`src/inc/subroutine_call_return_control_regs.vh`:
```
// Purpose: constants for the call and return sequencer
// Assumes: one time state per clock at 100 MHz
// Notes:   opcode patterns are compared under their masks
`ifndef SUBROUTINE_CALL_RETURN_CONTROL_REGS_VH
`define SUBROUTINE_CALL_RETURN_CONTROL_REGS_VH

`define ADDR_W        14
`define BYTE_W        8
`define STACK_N       8
`define SP_W          3
`define MAX_SAVED     3'h7
`define ADDR_RST      14'h0000

// Opcode masks and patterns
`define CALL_U_MASK   8'hC7
`define CALL_U_PAT    8'h46
`define CALL_C_MASK   8'hC7
`define CALL_C_PAT    8'h42
`define RET_U_MASK    8'hC7
`define RET_U_PAT     8'h07
`define RET_C_MASK    8'hC7
`define RET_C_PAT     8'h03

// Opcode fields
`define OP_SENSE      5
`define OP_CC_HI      4
`define OP_CC_LO      3
`define HI_BYTE_USED  6

// Condition field codes
`define CC_CARRY      2'h0
`define CC_ZERO       2'h1
`define CC_SIGN       2'h2
`define CC_PARITY     2'h3

// Machine cycle codes
`define MC_FETCH      2'h0
`define MC_READ1      2'h1
`define MC_READ2      2'h2

// Time state codes
`define TS_1          3'h1
`define TS_2          3'h2
`define TS_3          3'h3
`define TS_4          3'h4
`define TS_5          3'h5

`endif

```
`src/rtl/subroutine_call_return_control.v`:
```
// Purpose: sequence call and return instructions over an eight-entry
//          address stack whose top is the program counter
// Assumes: program memory answers combinationally; the byte at
//          mem_data_i is valid in the third time state of each cycle
//          flags come from logic on the same clock
// Notes:   one clock edge is one time state; other opcodes are not
//          executed, they only finish a three-state fetch
//          the stack is circular: an eighth nested call overwrites
//          the oldest return address and the depth count stops at 7
//          a return with nothing saved wraps the pointer silently
`timescale 1ns/100ps
`include "subroutine_call_return_control_regs.vh"

module subroutine_call_return_control (
	// Clock and reset
	input  wire                 clk_sys_i,
	input  wire                 rst_b_i,
	// Program memory
	output wire [`ADDR_W-1:0]   mem_addr_o,
	output wire                 mem_rd_o,
	input  wire [`BYTE_W-1:0]   mem_data_i,
	// Condition flags
	input  wire                 flag_carry_i,
	input  wire                 flag_zero_i,
	input  wire                 flag_sign_i,
	input  wire                 flag_parity_i,
	// Sequencer status
	output wire [1:0]           cycle_type_o,
	output wire [2:0]           time_state_o,
	output wire                 insn_done_o,
	output wire                 call_taken_o,
	output wire                 ret_taken_o,
	output wire                 unhandled_o,
	output wire [`ADDR_W-1:0]   pc_o,
	output wire [`SP_W-1:0]     saved_depth_o
);

	// Cycle and state registers
	reg  [1:0]          mc_q;
	reg  [1:0]          mc_d;
	reg  [2:0]          ts_q;
	reg  [2:0]          ts_d;
	reg  [`BYTE_W-1:0]  opcode_q;
	reg  [`BYTE_W-1:0]  lo_byte_q;
	reg  [`BYTE_W-1:0]  hi_byte_q;
	reg  [`SP_W-1:0]    sp_q;
	reg  [`SP_W-1:0]    sp_d;
	reg  [`SP_W-1:0]    depth_q;
	reg  [`SP_W-1:0]    depth_d;
	reg  [`ADDR_W-1:0]  pc_q;
	reg  [`ADDR_W-1:0]  pc_d;
	reg  [`ADDR_W-1:0]  stack_q [0:`STACK_N-1];

	// Stack write port
	reg                 wr_en;
	reg  [`SP_W-1:0]    wr_idx;
	reg  [`ADDR_W-1:0]  wr_val;

	// Decode
	wire [`ADDR_W-1:0]  pc;
	wire [`ADDR_W-1:0]  pc_inc;
	wire [`ADDR_W-1:0]  target;
	wire [`BYTE_W-1:0]  op_now;
	wire                is_call_u;
	wire                is_call_c;
	wire                is_ret_u;
	wire                is_ret_c;
	wire                is_call_now;
	wire                is_ret_now;
	reg                 flag_sel;
	reg                 flag_sel_now;
	wire                call_go;
	wire                ret_go_now;
	reg                 ret_go_q;
	wire                last_state;

	// Top entry of the stack is the program counter; a flip-flop copy
	// of it drives the address so memory never sees the read mux settle
	assign pc     = pc_q;
	assign pc_inc = pc + 14'h0001;

	// Bits six and seven of the high byte are dropped; the held copy is
	// used because the byte is no longer on the bus in the fifth state
	assign target = {hi_byte_q[`HI_BYTE_USED-1:0], lo_byte_q};

	// Opcode classes; the live byte is used during the fetch itself
	assign op_now     = mem_data_i;
	assign is_call_u  = (opcode_q & `CALL_U_MASK) == `CALL_U_PAT;
	assign is_call_c  = (opcode_q & `CALL_C_MASK) == `CALL_C_PAT;
	assign is_call_now = ((op_now & `CALL_U_MASK) == `CALL_U_PAT) |
	                     ((op_now & `CALL_C_MASK) == `CALL_C_PAT);
	assign is_ret_u   = (op_now & `RET_U_MASK) == `RET_U_PAT;
	assign is_ret_c   = (op_now & `RET_C_MASK) == `RET_C_PAT;
	assign is_ret_now = is_ret_u | is_ret_c;

	// Calls test flags at the high byte read, returns at the opcode read
	// Flag chosen by the stored opcode, for conditional calls
	always @* begin
		case (opcode_q[`OP_CC_HI:`OP_CC_LO])
			`CC_CARRY:  flag_sel = flag_carry_i;
			`CC_ZERO:   flag_sel = flag_zero_i;
			`CC_SIGN:   flag_sel = flag_sign_i;
			`CC_PARITY: flag_sel = flag_parity_i;
			default:    flag_sel = flag_carry_i;
		endcase
	end

	// Flag chosen by the byte being fetched, for conditional returns
	always @* begin
		case (op_now[`OP_CC_HI:`OP_CC_LO])
			`CC_CARRY:  flag_sel_now = flag_carry_i;
			`CC_ZERO:   flag_sel_now = flag_zero_i;
			`CC_SIGN:   flag_sel_now = flag_sign_i;
			`CC_PARITY: flag_sel_now = flag_parity_i;
			default:    flag_sel_now = flag_carry_i;
		endcase
	end

	// Taken when the flag equals the sense bit: clear or set variant
	// Unconditional forms ignore the field and are always taken
	assign call_go    = is_call_u |
	                    (is_call_c & (flag_sel == opcode_q[`OP_SENSE]));
	assign ret_go_now = is_ret_u |
	                    (is_ret_c & (flag_sel_now == op_now[`OP_SENSE]));

	// Next cycle and time state
	always @* begin
		mc_d = mc_q;
		ts_d = ts_q + 3'h1;
		case (mc_q)
			`MC_FETCH: begin
				// Only a taken return runs on into the fourth and fifth states
				if (ts_q == `TS_3) begin
					if (is_call_now) begin
						mc_d = `MC_READ1;
						ts_d = `TS_1;
					end else if (!ret_go_now) begin
						ts_d = `TS_1;
					end
				end else if (ts_q == `TS_5) begin
					ts_d = `TS_1;
				end
			end
			`MC_READ1: begin
				// Low address byte, then straight on to the high byte
				if (ts_q == `TS_3) begin
					mc_d = `MC_READ2;
					ts_d = `TS_1;
				end
			end
			`MC_READ2: begin
				// Failed condition skips the fourth and fifth states
				if ((ts_q == `TS_3 && !call_go) || ts_q == `TS_5) begin
					mc_d = `MC_FETCH;
					ts_d = `TS_1;
				end
			end
			default: begin
				mc_d = `MC_FETCH;
				ts_d = `TS_1;
			end
		endcase
	end

	// The last state is seen one state ahead through the next-state logic
	assign last_state = (mc_d == `MC_FETCH) && (ts_d == `TS_1);

	// Stack pointer, saved depth and stack write; the pointer wraps
	// freely while the depth count saturates at seven, so the depth
	// never claims more saved addresses than the stack can hold
	always @* begin
		sp_d    = sp_q;
		depth_d = depth_q;
		wr_en   = 1'b0;
		wr_idx  = sp_q;
		wr_val  = pc_inc;
		// Each byte read advances PC, so a call leaves PC past itself
		if (ts_q == `TS_3) begin
			wr_en = 1'b1;
		end
		if (mc_q == `MC_READ2 && ts_q == `TS_5) begin
			// Old PC stays in its slot as the saved return address
			sp_d   = sp_q + 3'h1;
			wr_en  = 1'b1;
			wr_idx = sp_q + 3'h1;
			wr_val = target;
			if (depth_q != `MAX_SAVED) begin
				depth_d = depth_q + 3'h1;
			end
		end
		if (mc_q == `MC_FETCH && ts_q == `TS_5 && ret_go_q) begin
			// Exposing the entry below makes it the new PC
			sp_d = sp_q - 3'h1;
			if (depth_q != 3'h0) begin
				depth_d = depth_q - 3'h1;
			end
		end
	end

	// Value on top of the stack after this edge; kept in a flip-flop so
	// the address leaves a register rather than the stack read mux
	always @* begin
		if (wr_en && wr_idx == sp_d) begin
			pc_d = wr_val;
		end else begin
			pc_d = stack_q[sp_d];
		end
	end

	// Sequencer registers; bytes are latched only at the end of a third
	// state, the one time the bus carries a valid read
	always @(posedge clk_sys_i) begin
		if (!rst_b_i) begin
			pc_q      <= `ADDR_RST;
			mc_q      <= `MC_FETCH;
			ts_q      <= `TS_1;
			opcode_q  <= 8'h00;
			lo_byte_q <= 8'h00;
			hi_byte_q <= 8'h00;
			sp_q      <= 3'h0;
			depth_q   <= 3'h0;
			ret_go_q  <= 1'b0;
		end else begin
			pc_q    <= pc_d;
			mc_q    <= mc_d;
			ts_q    <= ts_d;
			sp_q    <= sp_d;
			depth_q <= depth_d;
			if (ts_q == `TS_3) begin
				case (mc_q)
					`MC_FETCH: begin
						opcode_q <= op_now;
						ret_go_q <= ret_go_now;
					end
					`MC_READ1: lo_byte_q <= mem_data_i;
					`MC_READ2: hi_byte_q <= mem_data_i;
					default:   opcode_q  <= opcode_q;
				endcase
			end
		end
	end

	// One register per stack entry
	// Only the entry named by the write port changes on an edge
	genvar gi;
	generate
		for (gi = 0; gi < `STACK_N; gi = gi + 1) begin : g_entry
			always @(posedge clk_sys_i) begin
				if (!rst_b_i) begin
					stack_q[gi] <= `ADDR_RST;
				end else if (wr_en && wr_idx == gi) begin
					stack_q[gi] <= wr_val;
				end
			end
		end
	endgenerate

	// Status pulses mark the final time state of taken calls, taken returns and other opcodes
	// Call and return pulses fall in the state whose end edge moves the pointer
	reg call_pulse;
	reg ret_pulse;
	reg other_pulse;
	always @* begin
		call_pulse  = (mc_q == `MC_READ2) && (ts_q == `TS_5);
		ret_pulse   = (mc_q == `MC_FETCH) && (ts_q == `TS_5) && ret_go_q;
		other_pulse = (mc_q == `MC_FETCH) && (ts_q == `TS_3) &&
		              !is_ret_now && last_state;
	end

	// Memory side; the read strobe drops in the fourth and fifth states,
	// where no byte is taken
	assign mem_addr_o    = pc;
	assign mem_rd_o      = (ts_q != `TS_4) && (ts_q != `TS_5);

	// Sequencer status
	assign cycle_type_o  = mc_q;
	assign time_state_o  = ts_q;
	assign insn_done_o   = last_state;
	assign call_taken_o  = call_pulse;
	assign ret_taken_o   = ret_pulse;
	assign unhandled_o   = other_pulse;
	assign pc_o          = pc;
	assign saved_depth_o = depth_q;

endmodule

```
`config.mk`:
```
export PLATFORM = sky130hd
export DESIGN_NAME = subroutine_call_return_control
export DESIGN_NICKNAME = d
export VERILOG_FILES = /design/src/rtl/subroutine_call_return_control.v
export VERILOG_INCLUDE_DIRS = /design/src /design/src/inc
export SDC_FILE = /design/constraint.sdc
export NUM_CORES = 1
export LEC_CHECK = 0
export BUFFER_PORTS_ARGS = -buffer_cell sky130_fd_sc_hd__buf_4
export CAP_MARGIN = 30
export CORE_ASPECT_RATIO = 0.9
export CORE_MARGIN = 2
export CORE_UTILIZATION = 63
export CTS_BUF_LIST = sky130_fd_sc_hd__clkbuf_2
export DETAILED_ROUTE_END_ITERATION = 8
export PLACE_DENSITY = 0.83
export SLEW_MARGIN = 20
export SYNTH_ARGS = -nofsm -noshare
export SYNTH_HDL_FRONTEND = slang
export SYNTH_SLANG_ARGS = --single-unit
```
`constraint.sdc`:
```
create_clock -name clk_sys_i -period 6.12 [get_ports clk_sys_i]
set_input_delay 0.918 -clock clk_sys_i [delete_from_list [all_inputs] [get_ports clk_sys_i]]
set_output_delay 0.918 -clock clk_sys_i [all_outputs]
set_load 0.05 [all_outputs]
```
### Yosys cells after proc, flatten, opt, wreduce, memory -nomap -nowiden

Memories as Yosys holds them, arrays and structs flattened.
Index checks and enable logic that the tools add are counted.

| operators by class | value |
|---|---|
| muxes and demuxes | 57 |
| bitwise gates (word level) | 14 |
| equal/unequal tests | 30 |
| reduce and logical (&&, ||, !) cells | 30 |
| $add $sub $neg | 6 |

Operators by type and width:

| kind | number |
|---|---|
| $mux 14 | 10 |
| $mux 3 | 12 |
| $mux 1 | 27 |
| $eq 5x4->1 const B | 4 |
| $logic_and 1x1->1 | 18 |
| $eq 3x3->1 const B | 5 |
| $add 14x1->14 const B | 1 |
| $or 1x1->1 | 12 |
| $eq 2x2->1 const B | 5 |
| $add 3x1->3 const B | 3 |
| $eq 3x2->1 const B | 3 |
| $ne 3x3->1 const B | 3 |
| $pmux 3 s3 | 1 |
| $logic_not 2->1 | 4 |
| $mux 2 | 4 |
| $pmux 1 s4 | 2 |
| $eq 2x1->1 const B | 3 |
| $eq 3x1->1 const B | 2 |
| $pmux 2 s3 | 1 |
| $reduce_and 2->1 | 3 |
| $sub 3x1->3 const B | 2 |
| $eq 5x2->1 const B | 1 |
| $eq 5x3->1 const B | 1 |
| $eq 3x3->1 | 1 |
| 6 further kinds | 9 |

| storage, ports and cells | value |
|---|---|
| input bits | 14 |
| flip-flop bits (word level) | 48 |
| memory bits (writable) | 112 |
| output and inout port bits | 41 |
| memories kept | 1 |

Memory list:

| name | depth | bits a word | rd ports | clocked after memory_dff | write ports | RTL line | RTL |
|---|---|---|---|---|---|---|---|
| stack_q | 8 | 14 | 1 | 0 | 8 | subroutine_call_return_control.v:52 | `` reg [`ADDR_W-1:0] stack_q [0:`STACK_N-1]; `` |

### Depth between registers and ports, before layout

Gate-level depths: netlist (run 1).

| logic depth | value |
|---|---|
| depth in word-level cells | 13 |
| mapped depth | 12 |
| depth with buffers taken out | 9 |

### Least setup slack after synthesis (run 1)

No wires, ideal clock.

| timing | value |
|---|---|
| kind | input port to output port |
| from | in flag_parity_i |
| to | out insn_done_o |
| stages on the path | 6 |
| buffers on the path | 0 |
| data required time | 5.202 ns |
| path slack | 2.091 ns |
| arrival time | 3.111 ns |
| path through | mux4_2 xnor2_1 o2111ai_1 a221o_1 inv_1 a211oi_1 |

| on the way | value |
|---|---|
| longest elaborated chain between the ends | 11 |
| elaborated cells on any way between the ends | 21 |
| classes of those cells | eq/ne (3); mux (9); bitwise (4); reduce/logical (5) |

Ends and longest elaborated chain:

| item | RTL line | RTL |
|---|---|---|
| from (decl) | subroutine_call_return_control.v:26 | `input wire flag_parity_i,` |
| $pmux 1 s4 | subroutine_call_return_control.v:99 | `` case (opcode_q[`OP_CC_HI:`OP_CC_LO]) `` |
| $eq 1x1->1 | subroutine_call_return_control.v:122 | `` (is_call_c & (flag_sel == opcode_q[`OP_SENSE])); `` |
| $and 1x1->1 | subroutine_call_return_control.v:122 |  |
| $or 1x1->1 | subroutine_call_return_control.v:121 | `assign call_go = is_call_u \|` |
| $logic_not 1->1 | subroutine_call_return_control.v:153 | `` if ((ts_q == `TS_3 && !call_go) \|\| ts_q == `TS_5) begin `` |
| $logic_and 1x1->1 | subroutine_call_return_control.v:153 |  |
| $logic_or 1x1->1 (no source line) | n/a |  |
| $mux 3 or $mux 2 (tied branches) | subroutine_call_return_control.v:153 |  |
| $pmux 3 s3 or $pmux 2 s3 (tied branches) | subroutine_call_return_control.v:130 | `case (mc_q)` |
| $eq 3x1->1 (no source line) or $logic_not 2->1 (tied branches) | n/a |  |
| $logic_and 1x1->1 (*) | subroutine_call_return_control.v:166 | `` assign last_state = (mc_d == `MC_FETCH) && (ts_d == `TS_1); `` |
| to (decl) | subroutine_call_return_control.v:30 | `output wire insn_done_o,` |

Mark *: on every way between the ends. The rest lies on a longest branch, timed or not.

### Worst setup path in the final report (run 1)

| timing | value |
|---|---|
| from | reg ts_q[0] (netlist: time_state_o[0]) |
| to | out insn_done_o |

| on the way | value |
|---|---|
| longest elaborated chain between the ends | 7 |
| elaborated cells on any way between the ends | 19 |
| classes of those cells | add/sub (1); eq/ne (3); mux (11); reduce/logical (4) |

Ends and longest elaborated chain:

| item | RTL line | RTL |
|---|---|---|
| from (decl) | subroutine_call_return_control.v:41 | `reg [2:0] ts_q;` |
| from (signal assigned) | subroutine_call_return_control.v:216 | `` ts_q <= `TS_1; `` |
| from (signal assigned) | subroutine_call_return_control.v:226 | `ts_q <= ts_d;` |
| $add 3x1->3 or $eq 3x2->1 (tied branches) | n/a |  |
| $mux 3 or $logic_and 1x1->1 (tied branches) | subroutine_call_return_control.v:137, subroutine_call_return_control.v:153 |  |
| $mux 3 or $logic_or 1x1->1 (tied branches) | n/a |  |
| $mux 3 (tied with other cells) | subroutine_call_return_control.v:133 | `` if (ts_q == `TS_3) begin `` |
| $pmux 3 s3 or $pmux 2 s3 (tied branches) | subroutine_call_return_control.v:130 |  |
| $eq 3x1->1 (no source line) or $logic_not 2->1 (tied branches) | n/a |  |
| $logic_and 1x1->1 (*) | subroutine_call_return_control.v:166 |  |

Marked as above.

==> key figures, run 1 <==
Global routing
  • Vias in the first global route: 4811
  • First-pass GRT wire length: 26.13 mm
  • GRT Total Usage: 27.47%
  • Pin count of the biggest net entering global routing: 51
  • Antenna violations before repair: 0
  • Total gr overflow: 0

Floorplan
  • Core ar.: 11480 sq um
  • Die area: 12740 sq um
  • I/O pins: 55
  • Chip width: 118.8 um
  • Die Ht: 107.3 um
  • # rows: 37
  • Initial Utilization: 65.05%

Critical path
  • Req. time, crit path: 5.20 ns
  • Reg2Reg Capture Point: stack_q[0][13]
  • Critical path launch point: time_state_o[0]
  • Reg2Reg Setup Slack: 2.38 ns
  • Largest fanout on the critical path: 11
  • Critical path type: reg2out
  • Worst path arrival time: 3.34 ns
  • Critical path launch point type: flip-flop
  • Reg2reg start: time_state_o[1]
  • Worst setup EP type: output pin
  • FF-to-FF path depth: 8

Synth
  • #FFs+latches synth: 160
  • Primary FF master, synth: edfxtp_1
  • Top cells by area, synth: edfxtp_1 (45%), dfxtp_1 (13%), mux4_2 (8.7%)
  • Post-synthesis mux area share: 12.77%
  • YS warnings: 0
  • Post-Syn Area: 7468 sq um
  • Xor-xnor portion of the synthesized cell area: 2.228%
  • Cells after synthesis: 607
  • Simple-Gate Fraction of Synth Area: 13.59%
  • Async SR Flop Fraction: 0%
  • Syn nets: 631
  • Combinational family with the most area after synthesis: simple AND/OR/NAND/NOR gates
  • Seq/Total Area, Yosys: 57.90%
  • Post-synth top area share: 45.03%
  • Avg Inst Size Synth: 12.30 sq um
  • Synth Area in Adders: 1.675%
  • Compound-Gate Fraction of Synth Area: 7.505%
  • Post-synth EDFFs: 112
  • Distinct cells, synth: 52
  • Area leader, netlist: edfxtp_1

Placement
  • Placement Cell Area: 7873 sq um
  • I/O Buffers: 54
  • Gpl congestion: 0.9233
  • Dpl hpwl: 11.51 mm
  • DP Cell Count: 778

Worst hold path
  • Hold_sp: time_state_o[0]
  • Hold WC Path Type: reg2reg
  • Hold endpoint: time_state_o[0]
  • Worst hold path depth: 1

Timing
  • Clk_skew: 0.03258 ns
  • Fin. max-slew vios: 0
  • Endpoints failing setup: 0
  • Ratio of final minimum period to clock period: 69.58%
  • Fmax: 234.8 MHz
  • Final Hold Viols: 0
  • Worst slew pin tran: 0.9636 ns
  • Worst relative slew slack: 33.92%
  • Fin Hold WS: 0.4773 ns
  • Setup TNS: 0 ns
  • Period minus WS final: 4.258 ns
  • RSZ-0062 raised after global routing: false

Clock tree
  • Hold_buf cts: 0
  • CTS tree: built
  • CTS sink count: 160
  • Postcts setup bufs: 0
  • CTS Root Cell: clkbuf_2
  • Clock Latency Late Sink: 0.71 ns
  • Clk buf depth: 2
  • H-tree lvl count: 4
  • Post-cts sizing count: 0
  • CTS clk-pin slew, worst paths: 0.19 ns
  • TritonCTS buffer count: 17

Power
  • VDD IR max: 0.2113 mV
  • Pleak: 0.003034 uW
  • PwrDens: 318.6 nW/um^2

Cells and area
  • Post-layout util: 70.62%
  • P&R area growth vs syn: 8.561%
  • Nets: 669
  • Design Area, Final: 8108 sq um
  • Final std cells w/o fill: 814
  • Antenna diodes: 0
  • Share of layout cells above drive strength 1: 21.28%

Detailed routing
  • Post-route ant nets: 0
  • 1st-pass router iterations: 8
  • DR WL/cell: 20.50 um
  • Drt via density: 6.172
  • Via count: 5024
  • DR DRC count: 0
  • Detailed Route WL: 16.69 mm
  • Initial drt markers: 756

Run status
  • Status: completed

Flow run
  • Max-cap viol count: 0
critical path: stages (launching register included):
cell	delay, ns
dfxtp_1	0.44
ha_1	0.20
ha_1	0.39
nand2b_1	0.19
nor2_2	0.49
and4b_1	0.27
o21ai_0	0.20
o22ai_1	0.22
a211oi_1	0.06
buf_4	0.20
report_power, final:
group	switching, uW	internal [uW]
registers	66.5	1240
logic	519	230
clock network	374	150
metal layers:
layer	share of wire [%]	track usage (%)
met1	41	40.18
met2	47	42.69
met3	11	6.250
met4	1.0	6.207
met5	0	0
cell usage in the layout, fill, tap and decap left out, drive strengths merged, types with 2 or more instances in the layout:
cell,instances
nand4,2
a221o,2
nor3,5
clkbuf,22
mux2i,30
nand2b,7
and3,3
o21ai,30
mux4,29
clkinv,6
edfxtp,112
buf,63
nand3,12
a22oi,15
dfxtp,48
ha,10
a21oi,16
or3,3
xnor2,13
a21boi,2
inv,15
nand3b,4
a211oi,3
nand2,16
nor2b,29
clkinvlp,3
xor2,6
o22ai,4
and3b,3
nor2,128
logic make-up after synthesis:
group	after synthesis
simple gates	219
buf+inv	59
xor+xnor	19
fa+ha+maj	10
compound gates	81
flops	160
mux	59
synth_stat cells, drive strengths merged (4+ instances only):
library cell	instances
edfxtp	112
o22ai	4
nor2	128
ha	10
inv	12
clkbuf	18
nand2b	7
xor2	6
a21oi	16
xnor2	13
mux4	29
nor3	5
mux2i	30
buf	29
nand3	12
a22oi	15
nand3b	4
nand2	16
o21ai	30
dfxtp	48
nor2b	29
metrics by stage:
stage	setup WS, ns	total power (uW)
6_report	1.862	2583
5_1_grt	1.544	2683
4_1_cts	1.838	2574
3_5_place_dp	2.518	2067
3_3_place_gp	2.417	2047
2_1_floorplan	2.091	1865
layout make-up:
| type | count | area, sq um |
|---|---|---|
| Sequential cell | 160 | 4324 |
| Fill cell | 800 | 3373 |
| Multi-Input combinational cell | 388 | 2843 |
| Timing Repair Buffer | 66 | 493.0 |
| Tap cell | 156 | 195.2 |
| Clock inverter | 13 | 112.6 |
| Clock buffer | 19 | 95.09 |
| Inverter | 12 | 45.04 |
sequential cells by signal (all words and copies together) (netlist names):
signal / cells
sp_q: 3
lo_byte_q: 8
time_state_o: 3
stack_q: 112
ret_go_q: 1
hi_byte_q: 6
mem_addr_o: 14
cycle_type_o: 2
opcode_q: 8
saved_depth_o: 3
worst max path at each step:
stage | to | slack [ns] | cells past startpoint
after floorplan | insn_done_o | 2.09 | 6
after global placement | stack_q[2][5] | 2.42 | 7
after detailed placement | stack_q[2][6] | 2.52 | 8
after CTS | insn_done_o | 1.84 | 9
after global routing | insn_done_o | 1.54 | 9
final | insn_done_o | 1.86 | 9
No activity file was read; power rests on OpenSTA's default activity.
==> run 2: changes to the inputs <==
CORE_UTILIZATION = 56   (was 63)
PLACE_DENSITY = 0.78   (was 0.83)
clock period = 3.53 ns   (was 6.12 ns; I/O delays follow)
==> run 2 against run 1 <==
Routed wire length decreased by 2.1%. Count of clock-buffer cells in the layout unchanged. First-iteration DRC count decreased by 29%. Hold slack got worse by 0.42 ns. Power increased by 74%. Register-to-register slack got worse by 1.8 ns. Die area increased by 12%. Largest cell class unchanged.
==> key figures, run 2 (synthesis results as in run 1) <==
Timing
  • Ratio of final minimum period to clock period: 94.67%
  • Final Hold Viols: 0 (unchanged)
  • Endpoints failing setup: 0 (unchanged)
  • Fmax: 299.2 MHz
  • RSZ-0062 raised after global routing: false
  • Fin Hold WS: 0.06218 ns (-0.4152 ns)
  • Worst slew pin tran: 0.8874 ns (-0.07620 ns)
  • Fin. max-slew vios: 0 (unchanged)
  • Period minus WS final: 3.342 ns
  • Worst relative slew slack: 39.15% (+5.2 points)
  • Setup TNS: 0 ns (unchanged)
  • Clk_skew: 0.04322 ns (+0.01064 ns)
  • Setup ws final: 0.1881 ns (-1.674 ns)

Critical path
  • CP max stage delay: 0.53 ns (+0.04 ns)
  • Critical path launch point type: flip-flop
  • Max stage delay cell, worst path: mux4_2
  • Crit-path cells: mux4_2, xnor2_1, o2111ai_1, a221o_1, inv_1, a211oi_2, buf_6
  • Worst path arrival time: 2.81 ns (-0.53 ns)
  • Req. time, crit path: 3.00 ns (-2.20 ns)
  • Worst setup EP type: output pin
  • Reg2Reg Setup Slack: 0.63 ns (-1.75 ns)
  • Largest fanout on the critical path: 4 (-7)
  • Critical path type: reg2out

Floorplan
  • Initial Utilization: 56.74% (-8.3 points)
  • Die area: 14280 sq um (+12%)
  • # rows: 40 (+8.1%)
  • Chip width: 125.7 um (+5.9%)
  • I/O pins: 55 (unchanged)
  • Die Ht: 113.6 um (+5.8%)
  • Core ar.: 13160 sq um (+15%)

Global routing
  • Vias in the first global route: 4834 (+0.48%)
  • Pin count of the biggest net entering global routing: 51 (unchanged)
  • First-pass GRT wire length: 25.49 mm (-2.5%)
  • Total gr overflow: 0 (unchanged)
  • GRT Total Usage: 23.61% (-3.9 points)
  • Antenna violations before repair: 0 (unchanged)

Power
  • Combinational power share: 29.9% (+0.9 points)
  • Clk network pwr share: 19.6% (-0.7 points)
  • Pleak: 0.003071 uW (+1.2%)
  • Register share of total power: 50.5% (-0.2 points)
  • PwrDens: 547.8 nW/um^2 (+72%)
  • Total internal power: 2802 uW (+73%)
  • Switching Fraction: 37.68% (+0.54 points)
  • VDD IR max: 0.2753 mV (+30%)
  • Switch Pwr: 1694 uW (+77%)

Placement
  • Place WS: 0.6590 ns (-1.859 ns)
  • Placement Cell Area: 7980 sq um (+1.4%)
  • Gpl congestion: 0.8422 (-8.8%)
  • Dpl hpwl: 11.20 mm (-2.6%)
  • I/O Buffers: 54 (unchanged)

Detailed routing
  • 1st-pass router iterations: 6 (-2)
  • DR DRC count: 0 (unchanged)
  • DR WL/cell: 19.60 um (-4.4%)
  • Via count: 4955 (-1.4%)
  • Detailed Route WL: 16.33 mm (-2.1%)
  • Initial drt markers: 538 (-29%)
  • Drt via density: 5.948 (-3.6%)
  • Post-route ant nets: 0 (unchanged)

Cells and area
  • P&R area growth vs syn: 9.901%
  • Share of layout cells above drive strength 1: 23.01% (+1.7 points)
  • Design Area, Final: 8208 sq um (+1.2%)
  • Commonest non-fill, non-tap cell in the layout: nor2_1
  • Most frequent cells in the layout: nor2_1 (127), edfxtp_1 (112), buf_4 (71)
  • Nets: 676 (+1.0%)
  • Max reg flops: 112 (unchanged)
  • Largest Register: stack_q
  • Antenna diodes: 0 (unchanged)

Clock tree
  • Clk buf depth: 2 (unchanged)
  • Hold_buf cts: 0 (unchanged)
  • CTS tree: built
  • CTS clk-pin slew, worst paths: 0.23 ns (+0.04 ns)
  • TritonCTS buffer count: 17 (unchanged)
  • H-tree lvl count: 4 (unchanged)
  • CTS Root Cell: clkbuf_2
  • Clock Latency Late Sink: 0.76 ns (+0.05 ns)
  • Postcts setup bufs: 0 (unchanged)
  • CTS sink count: 160 (unchanged)

Worst hold path
  • Hold WC Path Type: in2reg

Flow run
  • Max-cap viol count: 0 (unchanged)

Run status
  • Status: completed
==> run 2: changes by cell type in the layout (fill, tap and decap cells not counted), sizes merged <==
cell      before  now
clkinv         6    3
clkbuf        22   19
buf           63   73
clkinvlp       3    4
bufinv         1    0
inv           15   18
==> run 2: through the flow <==
step                      total power (uW)  util (%)  instances
after global routing                  4678     62.36        833
after detailed placement              3601     60.63        801
after CTS                             4476     62.25        833
after floorplan                       3240         -        607
final                                 4496     62.36        833
after global placement                3561     60.63        801
==> run 2: power by group through the flow <==
| stage | Sequential, uW | Combinational [uW] | Clock, uW |
|---|---|---|---|
| final | 2270 | 1340 | 883 |
| after global routing | 2290 | 1420 | 971 |
| after CTS | 2270 | 1310 | 896 |
| after detailed placement | 2310 | 1290 | 0 |
| after global placement | 2300 | 1270 | 0 |
| after floorplan | 2460 | 778 | 0 |
==> run 2: per-layer routing <==
metal	global-route usage [%]	vias up	part of all wire (%)
li1	-	2277	-
met3	5.488	26	8.5
met2	38.31	228	49
met5	0	-	0
met1	31.26	2424	41
met4	9.524	0	2.0
==> run 2: repair_timing <==
| item | in CTS | in global routing |
|---|---|---|
| setup endpoints to repair | 1 | 1 |
| gates resized for setup | 4 | 4 |
| cloned | 0 | 0 |
==> run 2: final cells by class <==
class,count,area [sq um]
Clock buffer,19,95.09
Clock inverter,13,102.6
Fill cell,993,4955
Inverter,12,45.04
Multi-Input combinational cell,388,2864
Sequential cell,160,4327
Tap cell,168,210.2
Timing Repair Buffer,73,564.3
==> run 2: path summary, 6_finish.rpt <==
kind                         from         endpoint  cells after the start
hold reg to reg   time_state_o[0]  time_state_o[0]                      1
hold / removal      mem_data_i[7]      opcode_q[7]                      3
setup / recovery      opcode_q[3]      insn_done_o                      7
setup reg to reg  time_state_o[1]   stack_q[6][10]                      8
==> run 2: worst max-delay path, delay by kind of cell (launching register included) <==
kind	cells	cell delay [ns]
AO/OA/AOI/OAI	3	0.75
XOR/XNOR	1	0.15
buffers and inverters	2	0.26
flip-flops	1	0.40
multiplexers	1	0.53
==> run 3: changes to the inputs <==
ABC_AREA = 1   (was not set)
CORE_UTILIZATION = 57   (was 56)
PLACE_DENSITY = 0.79   (was 0.78)
==> run 3 against run 2 <==
Clock power rose by 22%. Combinational power rose by 61%. Die area increased by 3.3%. Hold slack got worse by 0.027 ns. Count of clock-buffer cells in the layout down 2. Utilization up 1.6 points. Critical path type unchanged. Cell count rose by 36%. Register-to-register slack better by 0.07 ns.
==> key figures, run 3 <==
Power
  • Clk network pwr share: 19.1% (-0.5 points)
  • Combinational power share: 38.4% (+8.5 points)
  • Overall power: 5618 uW (+25%)
  • PwrDens: 654.9 nW/um^2 (+20%)
  • Total internal power: 3176 uW (+13%)
  • Register share of total power: 42.5% (-8.0 points)
  • Switching Fraction: 43.47% (+5.8 points)
  • Pleak: 0.003496 uW (+14%)
  • VDD IR max: 0.6395 mV (+130%)
  • Switch Pwr: 2442 uW (+44%)

Critical path
  • FF-to-FF path depth: 13 (+5)
  • Worst Setup EP: unhandled_o
  • Reg2Reg Setup Slack: 0.70 ns (+0.07 ns)
  • Critical path launch point type: flip-flop
  • Worst path arrival time: 2.78 ns (-0.03 ns)
  • Reg2Reg Capture Point: mem_addr_o[5]
  • Critical path launch point: time_state_o[0]
  • Worst setup EP type: output pin
  • Req. time, crit path: 3.00 ns (about the same)
  • Largest fanout on the critical path: 15 (+11)
  • Reg2reg start: time_state_o[0]
  • Critical path type: reg2out

Detailed routing
  • 1st-pass router iterations: 7 (+1)
  • Detailed Route WL: 18.41 mm (+13%)
  • Via count: 6329 (+28%)
  • DR DRC count: 0 (unchanged)
  • Post-route ant nets: 0 (unchanged)
  • DR WL/cell: 16.22 um (-17%)
  • Initial drt markers: 668 (+24%)
  • Drt via density: 5.576 (-6.3%)

Global routing
  • Total gr overflow: 0 (unchanged)
  • Vias in the first global route: 5794 (+20%)
  • First-pass GRT wire length: 29.19 mm (+15%)
  • Pin count of the biggest net entering global routing: 47 (-7.8%)
  • GRT Total Usage: 25.73% (+2.1 points)
  • Antenna violations before repair: 0 (unchanged)

Synth
  • Area leader, netlist: edfxtp_1
  • #FFs+latches synth: 160 (unchanged)
  • Primary FF master, synth: edfxtp_1
  • Top cells by area, synth: edfxtp_1 (43%), dfxtp_1 (12%), nand2_1 (10%)
  • Post-Syn Area: 7861 sq um (+5.3%)
  • Distinct cells, synth: 39 (-25%)
  • Avg Inst Size Synth: 8.526 sq um (-31%)
  • Count leader, synth: nand2_1
  • Async SR Flop Fraction: 0% (unchanged)
  • Commonest cells in the netlist: nand2_1 (215), nor2_1 (149), nand3_1 (148), edfxtp_1 (112), inv_1 (63)
  • Syn nets: 946 (+50%)
  • Seq/Total Area, Yosys: 55.01% (-2.9 points)
  • Post-synth EDFFs: 112 (unchanged)
  • Post-synth top area share: 42.78% (-2.3 points)
  • YS warnings: 0 (unchanged)
  • Cells after synthesis: 922 (+52%)

Clock tree
  • CTS sink count: 160 (unchanged)
  • CTS tree: built
  • Clock Latency Late Sink: 0.80 ns (+0.04 ns)
  • CTS Root Cell: clkbuf_2
  • H-tree lvl count: 4 (unchanged)
  • CTS clk-pin slew, worst paths: 0.27 ns (+0.04 ns)
  • TritonCTS buffer count: 17 (unchanged)
  • Clk buf depth: 2 (unchanged)

Floorplan
  • Die Ht: 115.4 um (+1.6%)
  • I/O pins: 55 (unchanged)
  • Chip width: 127.8 um (+1.6%)
  • Die area: 14750 sq um (+3.3%)
  • # rows: 40 (unchanged)
  • Initial Utilization: 58.61% (+1.9 points)
  • Core ar.: 13410 sq um (+1.9%)

Timing
  • Final Hold Viols: 0 (unchanged)
  • Fin. max-slew vios: 0 (unchanged)
  • Fin Hold WS: 0.03552 ns (-0.02666 ns)
  • Worst relative slew slack: 40.30% (+1.2 points)
  • Setup TNS: 0 ns (unchanged)
  • Ratio of final minimum period to clock period: 93.86% (-0.81 points)
  • RSZ-0062 raised after global routing: false
  • Period minus WS final: 3.313 ns (-0.02858 ns)
  • Worst slew pin tran: 0.8955 ns (+0.008080 ns)
  • Fmax: 301.8 MHz (+0.86%)
  • Endpoints failing setup: 0 (unchanged)
  • Clk_skew: 0.05120 ns (+0.007974 ns)

Cells and area
  • Largest Register: stack_q
  • Antenna diodes: 0 (unchanged)
  • P&R area growth vs syn: 9.120%
  • FILL cells: 1095 (+10%)
  • Design Area, Final: 8578 sq um (+4.5%)
  • Commonest non-fill, non-tap cell in the layout: nand2_1
  • Share of layout cells above drive strength 1: 13.55% (-9.5 points)
  • Most frequent cells in the layout: nand2_1 (213), nor2_1 (149), nand3_1 (148)
  • Nets: 978 (+45%)
  • Max reg flops: 112 (unchanged)

Flow run
  • Max-cap viol count: 0 (unchanged)

Worst hold path
  • Hold WC Path Type: in2reg
  • Hold_sp: mem_data_i[3]

Run status
  • Status: completed

Placement
  • Dpl hpwl: 12.65 mm (+13%)
  • Gpl congestion: 0.8885 (+5.5%)
  • I/O Buffers: 54 (unchanged)
  • Placement Cell Area: 8227 sq um (+3.1%)
-- run 3: timing repair --
action,4_1_cts,5_1_grt
gates resized for setup,5,6
hold endpoints to repair,9,0
buffers inserted,1,1
pin swaps,0,2
setup endpoints to repair,2,2
hold buffers,5,0
-- run 3: worst max-delay path: stages (launching register included) --
cell and delay [ns]:
dfxtp_4 0.39, ha_1 0.20, ha_1 0.19, buf_6 0.14, inv_6 0.06, nor2_1 0.05, buf_6 0.15, inv_4 0.08
o31ai_1 0.07, nand2_1 0.07, nand2_1 0.05, nor2_1 0.12, nand3_1 0.11, nor2_1 0.14, buf_6 0.17
-- run 3: worst min-delay path by stage --
stage	to	slack, ns	cells after the start
after global routing	hi_byte_q[3]	0.003	3
final	lo_byte_q[3]	0.04	3
after detailed placement	lo_byte_q[7]	0.45	2
after global placement	lo_byte_q[7]	0.44	2
after floorplan	hi_byte_q[4]	0.42	2
after CTS	lo_byte_q[3]	0.0002	3
-- run 3: area by class of cell --
class                           instances  area [sq um]  area share, %
Clock buffer                           17         85.08         0.9918
Clock inverter                         15         170.2          1.984
Inverter                               75         289.0          3.369
Multi-Input combinational cell        628          2918          34.01
Sequential cell                       160          4329          50.47
Tap cell                              168         210.2          2.450
Timing Repair Buffer                   72         576.8          6.724
-- run 3: power groups by stage --
stage / sequential (uW) / clock, uW / combinational (uW)
final: 2390 / 1080 / 2160
after global routing: 2410 / 1150 / 2310
after CTS: 2380 / 1080 / 2120
after detailed placement: 2430 / 0 / 2090
after global placement: 2420 / 0 / 2070
after floorplan: 2640 / 0 / 1320
-- run 3: cell families (layout without fill, tap and decap cells) --
group	after synthesis	after routing	share of synthesized area [%]
simple gates	534	534	28.97
buf+inv	134	179	7.942
compound gates	75	75	5.300
flops	160	160	55.01
fa+ha+maj	10	10	1.592
xor+xnor	9	9	1.194
-- run 3: metrics by stage --
step | cells | util (%) | setup WS (ns)
after floorplan | 922 | - | 0.4378
after global placement | 1095 | 61.33 | 0.7905
after detailed placement | 1095 | 61.33 | 0.7098
after CTS | 1133 | 63.72 | 0.01950
after global routing | 1135 | 63.96 | 0.02522
final | 1135 | 63.96 | 0.2167
-- run 3: per-layer routing --
metal | up-vias | GRT usage (%) | routed length [um] | share of wire, %
met5 | - | 0 | 0 | 0
met3 | 30 | 5.402 | 1256 | 6.8
met4 | 0 | 8.791 | 250 | 1.4
met1 | 2957 | 33.58 | 7851 | 43
met2 | 252 | 43.35 | 9052 | 49
li1 | 3090 | - | - | -
